$ cat config.mk
export PLATFORM = sky130hd
export DESIGN_NAME = kse_key_scan_encoder
export DESIGN_NICKNAME = d
export VERILOG_FILES = /design/src/design/kse_pkg.sv /design/src/design/kse_key_scan_encoder.sv /design/src/design/kse_code_rom.sv /design/src/design/kse_strobe_gen.sv
export SDC_FILE = /design/constraint.sdc
export NUM_CORES = 1
export LEC_CHECK = 0
export BUFFER_PORTS_ARGS = -buffer_cell sky130_fd_sc_hd__buf_2
export CORE_ASPECT_RATIO = 0.75
export CORE_MARGIN = 2
export CORE_UTILIZATION = 42
export CTS_BUF_LIST = sky130_fd_sc_hd__clkbuf_4
export CTS_CLUSTER_SIZE = 40
export DETAILED_ROUTE_END_ITERATION = 7
export HOLD_SLACK_MARGIN = 0.15
export PLACE_DENSITY = 0.68
export SKIP_LAST_GASP = 1
export SLEW_MARGIN = 20
export SYNTH_ARGS = -nofsm -noshare
export SYNTH_HDL_FRONTEND = slang
export SYNTH_SLANG_ARGS = --single-unit
$ cat constraint.sdc
create_clock -name pclk -period 2.25 [get_ports pclk]
set_clock_uncertainty 0.1 [all_clocks]
set_input_delay 0.45 -clock pclk [delete_from_list [all_inputs] [get_ports pclk]]
set_output_delay 0.45 -clock pclk [all_outputs]
set_load 0.05 [all_outputs]
$ cat src/design/kse_pkg.sv
package kse_pkg;

  // timing
  localparam int unsigned CLK_PERIOD_NS   = 5;
  localparam int unsigned ROW_STEP_NS     = 6000;
  localparam int unsigned STROBE_NS       = 6000;
  localparam int unsigned ROW_STEP_CYC    = (ROW_STEP_NS + CLK_PERIOD_NS - 1) / CLK_PERIOD_NS;
  localparam int unsigned STROBE_CYC      = STROBE_NS / CLK_PERIOD_NS;
  localparam int unsigned REPEAT_SCANS    = 16;

  // matrix geometry
  localparam int unsigned NUM_COLS        = 16;
  localparam int unsigned NUM_ROWS        = 16;
  localparam logic [3:0]  FUNC_COL        = 4'hf;
  localparam logic [3:0]  SPECIAL_COL     = 4'he;
  localparam logic [3:0]  LAST_ROW        = 4'hf;

  // function latch bit positions (row within the function column)
  localparam int unsigned F_SHIFT         = 0;
  localparam int unsigned F_LOCK          = 1;
  localparam int unsigned F_UPPER         = 2;
  localparam int unsigned F_CTRL          = 3;
  localparam int unsigned F_LOCAL         = 4;
  localparam int unsigned F_RESET         = 5;
  localparam int unsigned F_BREAK         = 6;
  localparam int unsigned F_REPEAT        = 7;

  // register offsets (byte addresses)
  localparam logic [11:0] KEY_CODE_OFS    = 12'h000;
  localparam logic [11:0] STATUS_OFS      = 12'h004;
  localparam logic [11:0] CTRL_OFS        = 12'h008;

  // control fields
  localparam int unsigned CTRL_SCAN_EN    = 0;
  localparam int unsigned CTRL_REPEAT_EN  = 1;
  localparam logic [1:0]  CTRL_RESET      = 2'h3;

  // status fields
  localparam int unsigned ST_ROW_LSB      = 0;
  localparam int unsigned ST_COL_LSB      = 4;
  localparam int unsigned ST_STATE_LSB    = 8;
  localparam int unsigned ST_REPEAT       = 11;
  localparam int unsigned ST_FUNC_LSB     = 16;

  localparam logic [7:0]  CODE_RESET      = 8'h00;
  localparam logic [7:0]  FUNC_RESET      = 8'h00;

  typedef enum logic [2:0] {
    S_IDLE  = 3'b001,
    S_ARMED = 3'b010,
    S_HELD  = 3'b100
  } kse_state_t;

  typedef struct packed {
    logic [3:0] col;
    logic [3:0] row;
  } kse_pos_t;

endpackage

$ cat src/design/kse_key_scan_encoder.sv
// Notes on behaviour
// RULE1: keys form a 16 by 16 grid addressed by column and row.
// RULE2: exactly one column line driven at a time, stepping through all columns.
// RULE3: count scan cycles on closure, drop unsustained ones, serve closures in order.
// RULE4: threshold raised with no closure, lowered on a valid closure.
// RULE5: valid closure loads the current key code into the eight-bit latch.
// RULE6: low four code bits are the row count at load.
// RULE7: high four code bits come from the ROM, addressed by column and function bits.
// RULE8: every load fires one 6 us ready pulse to the host.
// RULE9: latch holds eight bits; low seven are the character code.
// RULE10: top code bit set only for special control keys.
// RULE11: host fetches the code by reading the keyboard input port.
// RULE12: repeat key plus held character key gives periodic repeat strobes.
// RULE13: repeat strobe fires another ready pulse without reloading the latch.
// RULE14: no latch load while repeating.
// RULE15: on the function column, the function latch captures the low row count.
// RULE16: local, reset, break go out; shift, upper case, control go to the ROM.
// RULE17: shift, upper case and control are three of seven ROM address bits.
// RULE18: all sixteen rows tested before the column advances.
// RULE19: output only after two consecutive detections at one scan address.
// RULE20: latched code stays stable until the next load.
`timescale 1ns/1ps
`default_nettype none
module kse_key_scan_encoder
  import kse_pkg::*;
#(
  parameter int unsigned ROW_STEP   = ROW_STEP_CYC,
  parameter int unsigned STROBE_LEN = STROBE_CYC,
  parameter int unsigned REP_SCANS  = REPEAT_SCANS
)(
  input  wire logic        pclk,
  input  wire logic        presetn,
  input  wire logic        psel,
  input  wire logic        penable,
  input  wire logic        pwrite,
  input  wire logic [11:0] paddr,
  input  wire logic [31:0] pwdata,
  output var  logic [31:0] prdata,
  output var  logic        pready,
  output var  logic        pslverr,
  input  wire logic        key_sense,
  output var  logic [15:0] column_drive,
  output var  logic [3:0]  row_select,
  output var  logic        sense_threshold_ctrl,
  output var  logic        ready_strobe,
  output var  logic [7:0]  key_code_bits,
  output var  logic        special_key_flag,
  output var  logic        local_mode,
  output var  logic        reset_request,
  output var  logic        break_request
);

  localparam int unsigned SW = $clog2(ROW_STEP);
  localparam int unsigned RW = $clog2(REP_SCANS + 1);

  kse_pos_t    pos_reg;
  kse_pos_t    addr_reg;
  kse_state_t  state_reg;
  kse_state_t  state_next;
  logic [SW-1:0] step_cnt_reg;
  logic [RW-1:0] scan_cnt_reg;
  logic [7:0]  func_reg;
  logic [7:0]  code_reg;
  logic [1:0]  ctrl_reg;
  logic [15:0] col_drive_reg;
  logic        thr_reg;
  logic        trigger_reg;
  logic        rep_pulse_reg;
  logic        load_now;
  logic        rep_now;
  logic        step_tick;
  logic        hit;
  logic        at_addr;
  logic        repeat_act;
  logic [3:0]  rom_q;
  logic [6:0]  rom_addr;
  logic [31:0] prdata_reg;
  logic        pready_reg;
  logic        pslverr_reg;
  logic        setup_phase;
  logic        keyboard_port_read;

  function automatic logic [15:0] col_onehot(input logic [3:0] c);
    return 16'h0001 << c;
  endfunction

  function automatic logic addr_mapped(input logic [11:0] a);
    return (a == KEY_CODE_OFS) || (a == STATUS_OFS) || (a == CTRL_OFS);
  endfunction

  // scan timing
  assign step_tick = ctrl_reg[CTRL_SCAN_EN] && (step_cnt_reg == SW'(ROW_STEP - 1));

  always_ff @(posedge pclk or negedge presetn) begin
    if (!presetn) begin
      step_cnt_reg <= '0;
    end else if (!ctrl_reg[CTRL_SCAN_EN] || step_tick) begin
      step_cnt_reg <= '0;
    end else begin
      step_cnt_reg <= step_cnt_reg + 1'b1;
    end
  end

  // row counts fastest; the column only steps on row wrap
  always_ff @(posedge pclk or negedge presetn) begin
    if (!presetn) begin
      pos_reg       <= '0;
      col_drive_reg <= 16'h0001;
    end else if (step_tick) begin
      pos_reg.row <= pos_reg.row + 4'h1; // RULE1
      if (pos_reg.row == LAST_ROW) begin
        pos_reg.col   <= pos_reg.col + 4'h1; // RULE18
        col_drive_reg <= col_onehot(pos_reg.col + 4'h1); // RULE2
      end
    end
  end

  assign column_drive = col_drive_reg;
  assign row_select   = pos_reg.row;

  // function latch
  always_ff @(posedge pclk or negedge presetn) begin
    if (!presetn) begin
      func_reg <= FUNC_RESET;
    end else if (step_tick && pos_reg.col == FUNC_COL && !pos_reg.row[3]) begin
      func_reg[pos_reg.row[2:0]] <= key_sense; // RULE15
    end
  end

  assign local_mode    = func_reg[F_LOCAL]; // RULE16
  assign reset_request = func_reg[F_RESET];
  assign break_request = func_reg[F_BREAK];

  assign rom_addr = {func_reg[F_CTRL], func_reg[F_UPPER],
                     func_reg[F_SHIFT] | func_reg[F_LOCK], pos_reg.col}; // RULE17

  kse_code_rom u_rom (
    .pclk     (pclk),
    .presetn  (presetn),
    .addr     (rom_addr),
    .data_reg (rom_q)
  );

  // sequence detector
  // function keys never start a closure; they only feed the latch
  assign hit        = step_tick && key_sense && (pos_reg.col != FUNC_COL);
  assign at_addr    = step_tick && (pos_reg == addr_reg);
  assign repeat_act = (state_reg == S_HELD) && func_reg[F_REPEAT] && ctrl_reg[CTRL_REPEAT_EN]; // RULE12
  assign load_now   = (state_reg == S_ARMED) && at_addr && key_sense && !repeat_act; // RULE19 RULE14
  assign rep_now    = repeat_act && at_addr && key_sense && (scan_cnt_reg == RW'(REP_SCANS - 1));

  always_comb begin
    state_next = state_reg;
    unique case (state_reg)
      S_IDLE: begin
        if (hit) begin
          state_next = S_ARMED;
        end
      end
      S_ARMED: begin
        if (at_addr) begin
          state_next = key_sense ? S_HELD : S_IDLE; // RULE3
        end
      end
      S_HELD: begin
        if (at_addr && !key_sense) begin
          state_next = S_IDLE;
        end
      end
    endcase
  end

  always_ff @(posedge pclk or negedge presetn) begin
    if (!presetn) begin
      state_reg <= S_IDLE;
      addr_reg  <= '0;
    end else begin
      state_reg <= state_next;
      // first closure seen owns the detector until released
      if (state_reg == S_IDLE && hit) begin
        addr_reg <= pos_reg; // RULE3
      end
    end
  end

  // passes counted only while repeating, so the first repeat comes a full period after enable
  always_ff @(posedge pclk or negedge presetn) begin
    if (!presetn) begin
      scan_cnt_reg <= '0;
    end else if (!repeat_act || rep_now) begin // RULE12
      scan_cnt_reg <= '0;
    end else if (at_addr && key_sense) begin
      scan_cnt_reg <= scan_cnt_reg + 1'b1; // RULE3
    end
  end

  always_ff @(posedge pclk or negedge presetn) begin
    if (!presetn) begin
      thr_reg <= 1'b1;
    end else begin
      thr_reg <= (state_next != S_HELD); // RULE4
    end
  end

  assign sense_threshold_ctrl = thr_reg;

  // output latch
  always_ff @(posedge pclk or negedge presetn) begin
    if (!presetn) begin
      code_reg <= CODE_RESET;
    end else if (load_now) begin
      code_reg <= {rom_q, pos_reg.row}; // RULE5 RULE6 RULE7 RULE9 RULE10 RULE20
    end
  end

  assign key_code_bits    = code_reg;
  assign special_key_flag = code_reg[7]; // RULE10

  // strobe generator
  always_ff @(posedge pclk or negedge presetn) begin
    if (!presetn) begin
      trigger_reg   <= 1'b0;
      rep_pulse_reg <= 1'b0;
    end else begin
      trigger_reg   <= load_now || rep_now; // RULE8 RULE13
      rep_pulse_reg <= rep_now;
    end
  end

  kse_strobe_gen #(
    .LEN (STROBE_LEN)
  ) u_strobe (
    .pclk       (pclk),
    .presetn    (presetn),
    .trigger    (trigger_reg),
    .strobe_reg (ready_strobe)
  );

  // apb slave
  assign setup_phase        = psel && !penable;
  assign keyboard_port_read = setup_phase && !pwrite && (paddr == KEY_CODE_OFS); // RULE11

  always_ff @(posedge pclk or negedge presetn) begin
    if (!presetn) begin
      ctrl_reg <= CTRL_RESET;
    end else if (psel && penable && pwrite && pready_reg && paddr == CTRL_OFS) begin
      ctrl_reg <= pwdata[1:0];
    end
  end

  // read data captured in setup so the access phase answers at once
  always_ff @(posedge pclk or negedge presetn) begin
    if (!presetn) begin
      prdata_reg  <= 32'h0000_0000;
      pslverr_reg <= 1'b0;
      pready_reg  <= 1'b0;
    end else begin
      pready_reg <= 1'b1;
      if (setup_phase) begin
        pslverr_reg <= !addr_mapped(paddr);
        prdata_reg  <= 32'h0000_0000;
        if (keyboard_port_read) begin
          prdata_reg[7:0] <= code_reg;
        end else if (!pwrite && paddr == STATUS_OFS) begin
          prdata_reg[ST_ROW_LSB +: 4]   <= pos_reg.row;
          prdata_reg[ST_COL_LSB +: 4]   <= pos_reg.col;
          prdata_reg[ST_STATE_LSB +: 3] <= state_reg;
          prdata_reg[ST_REPEAT]         <= repeat_act;
          prdata_reg[ST_FUNC_LSB +: 8]  <= func_reg;
        end else if (!pwrite && paddr == CTRL_OFS) begin
          prdata_reg[1:0] <= ctrl_reg;
        end
      end
    end
  end

  assign prdata  = prdata_reg;
  assign pready  = pready_reg;
  assign pslverr = pslverr_reg;

  // checks
  int unsigned hi_cnt_reg;

  always_ff @(posedge pclk or negedge presetn) begin
    if (!presetn) begin
      hi_cnt_reg <= 0;
    end else if (trigger_reg) begin
      hi_cnt_reg <= 0;
    end else if (ready_strobe) begin
      hi_cnt_reg <= hi_cnt_reg + 1;
    end
  end

  a_one_column_hot: assert property (@(posedge pclk) disable iff (!presetn) // RULE2
    $onehot(column_drive) && column_drive == col_onehot(pos_reg.col))
    else $error("column drive not one-hot on the scanned column");

  a_rows_before_col: assert property (@(posedge pclk) disable iff (!presetn) // RULE18
    $changed(pos_reg.col) |-> $past(pos_reg.row) == LAST_ROW && pos_reg.row == 4'h0)
    else $error("column advanced before all rows tested");

  a_thr_held_low: assert property (@(posedge pclk) disable iff (!presetn) // RULE4
    (state_reg == S_HELD) |-> !sense_threshold_ctrl)
    else $error("threshold not lowered on valid closure");

  a_thr_idle_high: assert property (@(posedge pclk) disable iff (!presetn) // RULE4
    (state_reg != S_HELD) |-> sense_threshold_ctrl)
    else $error("threshold not raised without closure");

  a_two_detects: assert property (@(posedge pclk) disable iff (!presetn) // RULE19
    load_now |-> $past(state_reg == S_ARMED) && key_sense && pos_reg == addr_reg)
    else $error("load without second detection at same address");

  a_code_low_row: assert property (@(posedge pclk) disable iff (!presetn) // RULE6
    load_now |=> key_code_bits[3:0] == $past(pos_reg.row) && key_code_bits[7:4] == $past(rom_q))
    else $error("latched code does not match row count and ROM");

  a_code_stable: assert property (@(posedge pclk) disable iff (!presetn) // RULE20
    !load_now |=> $stable(key_code_bits))
    else $error("key code changed without a load");

  a_strobe_width: assert property (@(posedge pclk) disable iff (!presetn) // RULE8
    $fell(ready_strobe) |-> hi_cnt_reg == STROBE_LEN)
    else $error("ready pulse length wrong");

  a_load_strobes: assert property (@(posedge pclk) disable iff (!presetn) // RULE8
    load_now |-> ##2 ready_strobe)
    else $error("load did not start a ready pulse");

  a_repeat_no_load: assert property (@(posedge pclk) disable iff (!presetn) // RULE13
    rep_pulse_reg |-> ##1 ready_strobe ##0 $stable(key_code_bits))
    else $error("repeat strobe missing or latch reloaded");

  a_func_capture: assert property (@(posedge pclk) disable iff (!presetn) // RULE15
    (step_tick && pos_reg.col == FUNC_COL && !pos_reg.row[3])
      |=> func_reg[$past(pos_reg.row[2:0])] == $past(key_sense))
    else $error("function latch missed its row");

  c_key_load:  cover property (@(posedge pclk) disable iff (!presetn) load_now);
  c_repeat:    cover property (@(posedge pclk) disable iff (!presetn) rep_pulse_reg);
  c_reject:    cover property (@(posedge pclk) disable iff (!presetn)
    state_reg == S_ARMED && at_addr && !key_sense);
  c_special:   cover property (@(posedge pclk) disable iff (!presetn) load_now ##1 special_key_flag);

endmodule
`default_nettype wire

$ cat src/design/kse_code_rom.sv
`timescale 1ns/1ps
`default_nettype none
module kse_code_rom
  import kse_pkg::*;
(
  input  wire logic       pclk,
  input  wire logic       presetn,
  input  wire logic [6:0] addr,
  output var  logic [3:0] data_reg
);

  // addr = {control, upper case, shift or lock, column}
  function automatic logic [3:0] rom_entry(input logic [6:0] a);
    logic [3:0] c;
    logic [3:0] n;
    c = a[3:0];
    if (c < 4'h2) begin
      n = 4'h2;
    end else if (c < 4'h4) begin
      n = 4'h3;
    end else if (c < 4'h8) begin
      n = c[0] ? 4'h5 : 4'h4;
    end else if (c < 4'hc) begin
      n = c[0] ? 4'h7 : 4'h6;
    end else if (c < SPECIAL_COL) begin
      n = 4'h2;
    end else if (c == SPECIAL_COL) begin
      n = 4'h8;
    end else begin
      n = 4'h0;
    end
    if (a[4] && n == 4'h3) begin
      n = 4'h2;
    end
    // letters fold to upper case under shift, lock or upper case
    if ((a[4] || a[5]) && (n == 4'h6 || n == 4'h7)) begin
      n = n - 4'h2;
    end
    if (a[6] && n >= 4'h4 && n <= 4'h7) begin
      n = {3'h0, n[0]};
    end
    return n;
  endfunction

  always_ff @(posedge pclk or negedge presetn) begin
    if (!presetn) begin
      data_reg <= 4'h0;
    end else begin
      data_reg <= rom_entry(addr);
    end
  end

endmodule
`default_nettype wire

$ cat src/design/kse_strobe_gen.sv
`timescale 1ns/1ps
`default_nettype none
module kse_strobe_gen
  import kse_pkg::*;
#(
  parameter int unsigned LEN = STROBE_CYC
)(
  input  wire logic pclk,
  input  wire logic presetn,
  input  wire logic trigger,
  output var  logic strobe_reg
);

  localparam int unsigned CW = $clog2(LEN + 1);

  logic [CW-1:0] cnt_reg;
  logic [CW-1:0] cnt_next;

  always_comb begin
    if (trigger) begin
      cnt_next = CW'(LEN);
    end else if (cnt_reg != '0) begin
      cnt_next = cnt_reg - 1'b1;
    end else begin
      cnt_next = '0;
    end
  end

  always_ff @(posedge pclk or negedge presetn) begin
    if (!presetn) begin
      cnt_reg    <= '0;
      strobe_reg <= 1'b0;
    end else begin
      cnt_reg    <= cnt_next;
      strobe_reg <= (cnt_next != '0);
    end
  end

endmodule
`default_nettype wire

Word-level counts from Yosys, hierarchy flattened
Cells that the tools add are included.

operators by class
  add/sub/neg operators = 6
  $lt $le $gt $ge = 9
  equal/unequal tests = 16
  shift-type cells = 1
  muxes and demuxes = 31
  bitwise logic cells = 1
  reductions and logical operators = 50

operator list
  kind                                                                    number
  4-bit 2-to-1 mux                                                        10
  11-bit 2-to-1 mux                                                       3
  1-bit logical AND                                                       31
  8-bit 2-to-1 mux                                                        3
  11-bit nonzero test                                                     2
  1-bit by 4-bit left shift with 16-bit output, first input constant      1
  12-bit by 3-bit equality test with 1-bit output, second input constant  1
  12-bit by 4-bit equality test with 1-bit output, second input constant  1
  4-bit equality test, second input constant                              3
  12-bit zero test                                                        1
  4-bit less-than comparator, second input constant                       3
  3-bit 2-to-1 mux                                                        4
  11-bit by 1-bit adder with 11-bit output, second input constant         1
  11-bit equality test, second input constant                             1
  11-bit by 1-bit subtractor with 11-bit output, second input constant    1
  10-bit 2-to-1 mux                                                       1
  5-bit 2-to-1 mux                                                        2
  3-bit one-hot mux with 3 select lines                                   1
  4-bit by 1-bit adder with 4-bit output, second input constant           2
  8-bit bitwise mux                                                       1
  4-bit by 3-bit equality test with 1-bit output, second input constant   2
  8-bit equality test                                                     1
  1-bit zero test                                                         7
  1-bit logical OR                                                        7
  21 further kinds                                                        24

word-level totals
  register bits = 109
  input bits = 50
  output and inout port bits = 68
  word-level logic and storage cells = 133

Longest topological paths before layout
  depth in word-level cells = 18
  depth in mapped cells = 9
  mapped depth without buffers = 7

Cells and area by module
From an unflattened synthesis, not the netlist that was laid out.

unflattened totals
  cells, all modules = 515
  area, all modules = 5,544.1 sq um

modules (own cells, without submodules)
  module                instances  cells an instance  area each (sq um)  seq. area each (sq um)
  kse_key_scan_encoder  1          416                4,571.9            2,333.5
  kse_strobe_gen        1          70                 695.7              300.3
  kse_code_rom          1          29                 276.5              100.1

Worst setup path before layout
Ideal clock, no wire load.

  kind = register -> register
  start point = register step_cnt_reg[0]
  end point = register scan_cnt_reg[3]
  setup time = 78 ps
  arrival time = 2,263 ps
  required time = 2,072 ps
  slack = -191 ps
  stages on the path, launching flop included = 9
  path buffers = 2
  clock period less this slack = 2,441 ps
  path through = dfrtp_1 ha_1 and4_1 buf_6 nand4_4 or4_1 clkbuf_2 or4_1 a21oi_1

on the way
  cells in the longest elaborated chain, start to end = 8
  elaborated cells between the ends (all ways) = 10
  those cells by class = eq/ne: 1; mux: 1; reduce/logical: 8

RTL lines
  element                                                        line                         source
  from (decl)                                                    kse_key_scan_encoder.sv:60   logic [SW-1:0] step_cnt_reg;
  from (signal assigned)                                         kse_key_scan_encoder.sv:100  step_cnt_reg <= step_cnt_reg + 1'b1;
  11-bit equality test *                                         kse_key_scan_encoder.sv:92   assign step_tick = ctrl_reg[CTRL_SCAN_EN] && (step_cnt_reg == SW'(ROW_STEP - 1));
  1-bit logical AND *                                            kse_key_scan_encoder.sv:92
  1-bit logical AND *                                            kse_key_scan_encoder.sv:147  assign at_addr = step_tick && (pos_reg == addr_reg);
  1-bit logical AND (3 in series)                                kse_key_scan_encoder.sv:150  assign rep_now = repeat_act && at_addr && key_sense && (scan_cnt_reg == RW'(REP_SCANS - 1));
  1-bit logical OR                                               kse_key_scan_encoder.sv:190  end else if (!repeat_act || rep_now) begin
  5-bit 2-to-1 mux / 2-bit nonzero test (equally long branches)  -
  to (signal assigned)                                           kse_key_scan_encoder.sv:193  scan_cnt_reg <= scan_cnt_reg + 1'b1;
  to (decl)                                                      kse_key_scan_encoder.sv:61   logic [RW-1:0] scan_cnt_reg;

Mark *: on every way between the ends. The rest lies on a longest branch, timed or not.
A chain may end at the register's enable or synchronous reset.

Worst setup path in the final report
  start point = register pos_reg[4] in the netlist's numbering
  end point = register scan_cnt_reg[2]

on the way
  cells in the longest elaborated chain, start to end = 7
  elaborated cells between the ends (all ways) = 9
  those cells by class = eq/ne: 1; mux: 1; reduce/logical: 7

RTL lines
  element                                                        line                         source
  from (decl)                                                    kse_key_scan_encoder.sv:56   kse_pos_t pos_reg;
  8-bit equality test *                                          kse_key_scan_encoder.sv:147
  1-bit logical AND *                                            kse_key_scan_encoder.sv:147
  1-bit logical AND (3 in series)                                kse_key_scan_encoder.sv:150
  1-bit logical OR                                               kse_key_scan_encoder.sv:190
  5-bit 2-to-1 mux / 2-bit nonzero test (equally long branches)  -

Marked as above.

==> metrics.md <==
| Metric | Value |
|---|---|
| Result of the run | complete, no violations |
| Number of DRC markers in iteration 0 | 192 |
| Worst setup endpoint | scan_cnt_reg[2] |
| Total wire length after detailed routing | 11.6 mm |
| Leading cell type in the layout, fill and taps excluded | sky130_fd_sc_hd__dfrtp_1 |
| Core area | 12200 µm² |
| Total congestion overflow | 0 |
| Remaining max-slew budget at the tightest pin | 59.7% |
| Worst setup slack after placement | -73.8 ps |
| Largest driver fanout on the critical path | 5 |
| Dominant combinational cell family by area after synthesis | simple AND/OR/NAND/NOR gates |
| Endpoint arrival time on the critical path | 2510 ps |
| Met3 WL | 561 µm |
| Pin count of the biggest net entering global routing | 44 |
| Total Power Consumption | 3.26 mW |
| RSZ-0062 raised after global routing | yes |
| Final Instance Count excl. Fillers | 782 |
| CTS tree | yes |
| Yosys warning count | 0 |
| Class of the most critical hold timing path | in -> reg |
| DIE AREA | 13400 µm² |
| Synthesized area divided by synthesized cell count | 10.4 µm² |
| Max clock buf depth | 2 |
| Clock root cell | sky130_fd_sc_hd__clkbuf_4 |
| Startpoint Class | flop |
| Final worst path period need | 2200 ps |
| Number of port buffers | 75 |
| Wire length the detailed router placed on met1 | 5.55 mm |
| # IOs | 118 |
| Flops & latches, synth | 109 |
| Average routed wire per standard cell | 14.8 µm |
| Wire length of the first global-routing pass | 19.2 mm |
| Post-synthesis instance area | 5230 µm² |
| Gr usage total | 18.2% |
| Post-Synth Adder-Cell Area | 3.35% |
| Fraction of layout instances using a drive strength above 1 | 31.0% |
| Detailed-route DRC error count | 0 |
| Share of the cycle needed by the critical path after routing | 97.7% |
| Chip Width | 133 µm |
| Starting density of the core | 42.8% |
| Upper clock frequency limit | 455 MHz |
| Final Hold Viols | 0 |
| Number of diodes added for antenna fixing | 0 |
| Most frequent cells in the layout | sky130_fd_sc_hd__dfrtp_1, sky130_fd_sc_hd__buf_2, sky130_fd_sc_hd__nand2_1 |
| Layout fillers | 1130 |
| Number of global-route vias before repair | 3873 |
| Area share of xor/xnor cells in the synthesized design | 5.03% |
| Global placement routability congestion | 0.863 |
| HPWL after detailed placement | 8.62 mm |
| Top post-synthesis cells by area | sky130_fd_sc_hd__dfrtp_1, sky130_fd_sc_hd__mux2_2, sky130_fd_sc_hd__nand2_1, sky130_fd_sc_hd__ha_1, sky130_fd_sc_hd__xnor2_1 |
| Setup violators final | 0 |
| Fraction of the yosys area taken by sequential cells | 52.3% |
| Die Height | 101 µm |
| Kind of critical path | reg -> reg |
| Count of TritonRoute iterations in the first routing pass | 5 |
| Std-Cell Rows | 35 |
| Data required time of the worst path | 2560 ps |
| Worst Max-Slew Pin Slew | 602 ps |
| Initial antenna violation count | 0 |
| Library cell with the largest summed area after synthesis | sky130_fd_sc_hd__dfrtp_1 |
| Simple-gate share of the synthesized area | 17.5% |
| Final ANT Viol Nets | 0 |
| Depth of the most critical reg-to-reg path | 5 |
| Synthesized instance count | 504 |
| R2R Path End | scan_cnt_reg[2] |
| Clock sink total | 109 |
| Top routing layer used | met4 |
| Worst setup path startpoint | pos_reg[4] |
| Worst vdd ir | 0.000236 V |
| Detailed-route vias per instance | 5.06 |
| Number of slew-limit violations in the final report | 0 |
| Cell area after placement | 6000 µm² |
| Number of flip-flops in the largest register | 20 |
| Clock-pin slew reported for the worst setup and hold paths after clock tree synthesis | 160 ps |
| Clock buffers created by TritonCTS | 9 |
| Share of synthesized flip-flops with an asynchronous set or reset | 100% |
| Cell area power density | 519 nW/µm² |
| Max H-tree Level | 3 |
| Slack of the worst reg-to-reg path | 50 ps |
| Leakage power total | 3.06 nW |
| Post-route design area | 6280 µm² |
| Number of distinct library cell variants in the gate-level netlist after synthesis | 51 |
| Compound-cell area share of the yosys netlist | 9.05% |
| Type of element capturing the critical path | flop |
| Mux cell area share after synthesis | 7.35% |
| EDFF count, synth | 0 |
| Number of placed cells counting well taps | 761 |
| Critical register-to-register path startpoint | pos_reg[4] |
| Count of max-cap constraint violations | 0 |
| Fin worst setup slack | 52.1 ps |
| Net count, final | 675 |
| Met2 wire len | 5.37 mm |
| Most used flip-flop cell after synthesis | sky130_fd_sc_hd__dfrtp_1 |
| Insertion delay to the later sink of the worst-skew pair | 470 ps |
| Total number of vias | 3956 |
| Area delta synth->final | 20.1% |
| Area share of the largest cell type after synthesis | 49.8% |
## report_power, final
part | switching [mW] | total (mW) | leakage, nW | internal, mW
logic | 0.133 | 0.173 | 1.50 | 0.0399
clock network | 0.649 | 1.11 | 0.0887 | 0.458
registers | 0.00766 | 1.98 | 1.47 | 1.97
## synthesized netlist by cell type, types with 2 or more instances
library cell                count
sky130_fd_sc_hd__nor4_1         7
sky130_fd_sc_hd__o32ai_1        2
sky130_fd_sc_hd__clkbuf_1      21
sky130_fd_sc_hd__nand4_1        8
sky130_fd_sc_hd__o2bb2ai_1      2
sky130_fd_sc_hd__nor3_1         6
sky130_fd_sc_hd__dfstp_2        5
sky130_fd_sc_hd__buf_4         17
sky130_fd_sc_hd__xnor2_1       20
sky130_fd_sc_hd__nand3_1       19
sky130_fd_sc_hd__a21oi_1       12
sky130_fd_sc_hd__nor2b_1       10
sky130_fd_sc_hd__nor2_1        34
sky130_fd_sc_hd__ha_1          14
sky130_fd_sc_hd__nand2b_1       5
sky130_fd_sc_hd__o21bai_1       4
sky130_fd_sc_hd__nand2_1       71
sky130_fd_sc_hd__conb_1         2
sky130_fd_sc_hd__a22o_1        12
sky130_fd_sc_hd__mux2i_1        8
sky130_fd_sc_hd__o41ai_1        3
sky130_fd_sc_hd__o21ai_0       30
sky130_fd_sc_hd__a31oi_1        2
sky130_fd_sc_hd__or4_1          4
sky130_fd_sc_hd__nand3b_1       2
sky130_fd_sc_hd__xor2_1        10
sky130_fd_sc_hd__mux2_2        27
sky130_fd_sc_hd__or3_1          3
sky130_fd_sc_hd__inv_1         13
sky130_fd_sc_hd__and2_1         4
sky130_fd_sc_hd__dfrtp_1      104
sky130_fd_sc_hd__and3_1         4
## cell type report
class,instances,area (µm²),share of cell area [%]
well taps,166,208,3.31
clock inverters,7,95.1,1.52
clock buffers,9,67.6,1.08
repair buffers,126,797,12.7
inverters,13,48.8,0.778
multi-input cells,352,2320,37.0
flip-flops and latches,109,2740,43.6
## kinds of logic (layout without fill, tap and decap cells)
family | Yosys count | after routing
other | 2 | 13
adders and majority gates | 14 | 14
AOI/OAI and AO/OA | 74 | 74
muxes | 35 | 35
xor gates and xnor gates | 30 | 30
DFF | 109 | 109
buffers and inverters | 54 | 155
and+or+nand+nor | 186 | 186
## per-stage QoR
step / utilization (%) / TNS [ps] / hold slack (ps)
3_5_place_dp: 49.1 / -98.7 / 305
4_1_cts: 50.8 / -35.8 / 151
3_3_place_gp: 49.1 / -11.4 / 300
2_1_floorplan: - / -374 / 54.4
6_report: 51.4 / 0 / 168
5_1_grt: 51.4 / -89.9 / 176
## repair_timing
action                     4_1_cts  5_1_grt
hold endpoints to repair       104        0
hold buffers                     3        0
setup endpoints to repair        5       35
resized for setup                3       12
buffers inserted                 0        2
pin swaps                        0        3
## worst min-delay path by stage
stage          startpoint     endpoint  cells after the start
2_1_floorplan     presetn  addr_reg[0]                      0
3_3_place_gp      presetn       pready                      1
3_5_place_dp      presetn       pready                      1
4_1_cts            pwrite    prdata[1]                      4
5_1_grt            pwrite    prdata[1]                      4
6_report           pwrite    prdata[0]                      4
## layer usage
metal	GRT usage, %	up-vias
met2	29.1	97
met1	25.4	1928
met5	0	-
met3	4.12	12
met4	4.88	0
li1	-	1919
## critical path, cell delays in order (launching register included)
cell                      delay [ps]
sky130_fd_sc_hd__dfrtp_1         480
sky130_fd_sc_hd__xnor2_1         190
sky130_fd_sc_hd__nand4_1         180
sky130_fd_sc_hd__or4_4           560
sky130_fd_sc_hd__or4b_4          500
sky130_fd_sc_hd__a21oi_2         130
Note: power is estimated with default switching activity, not from simulation.
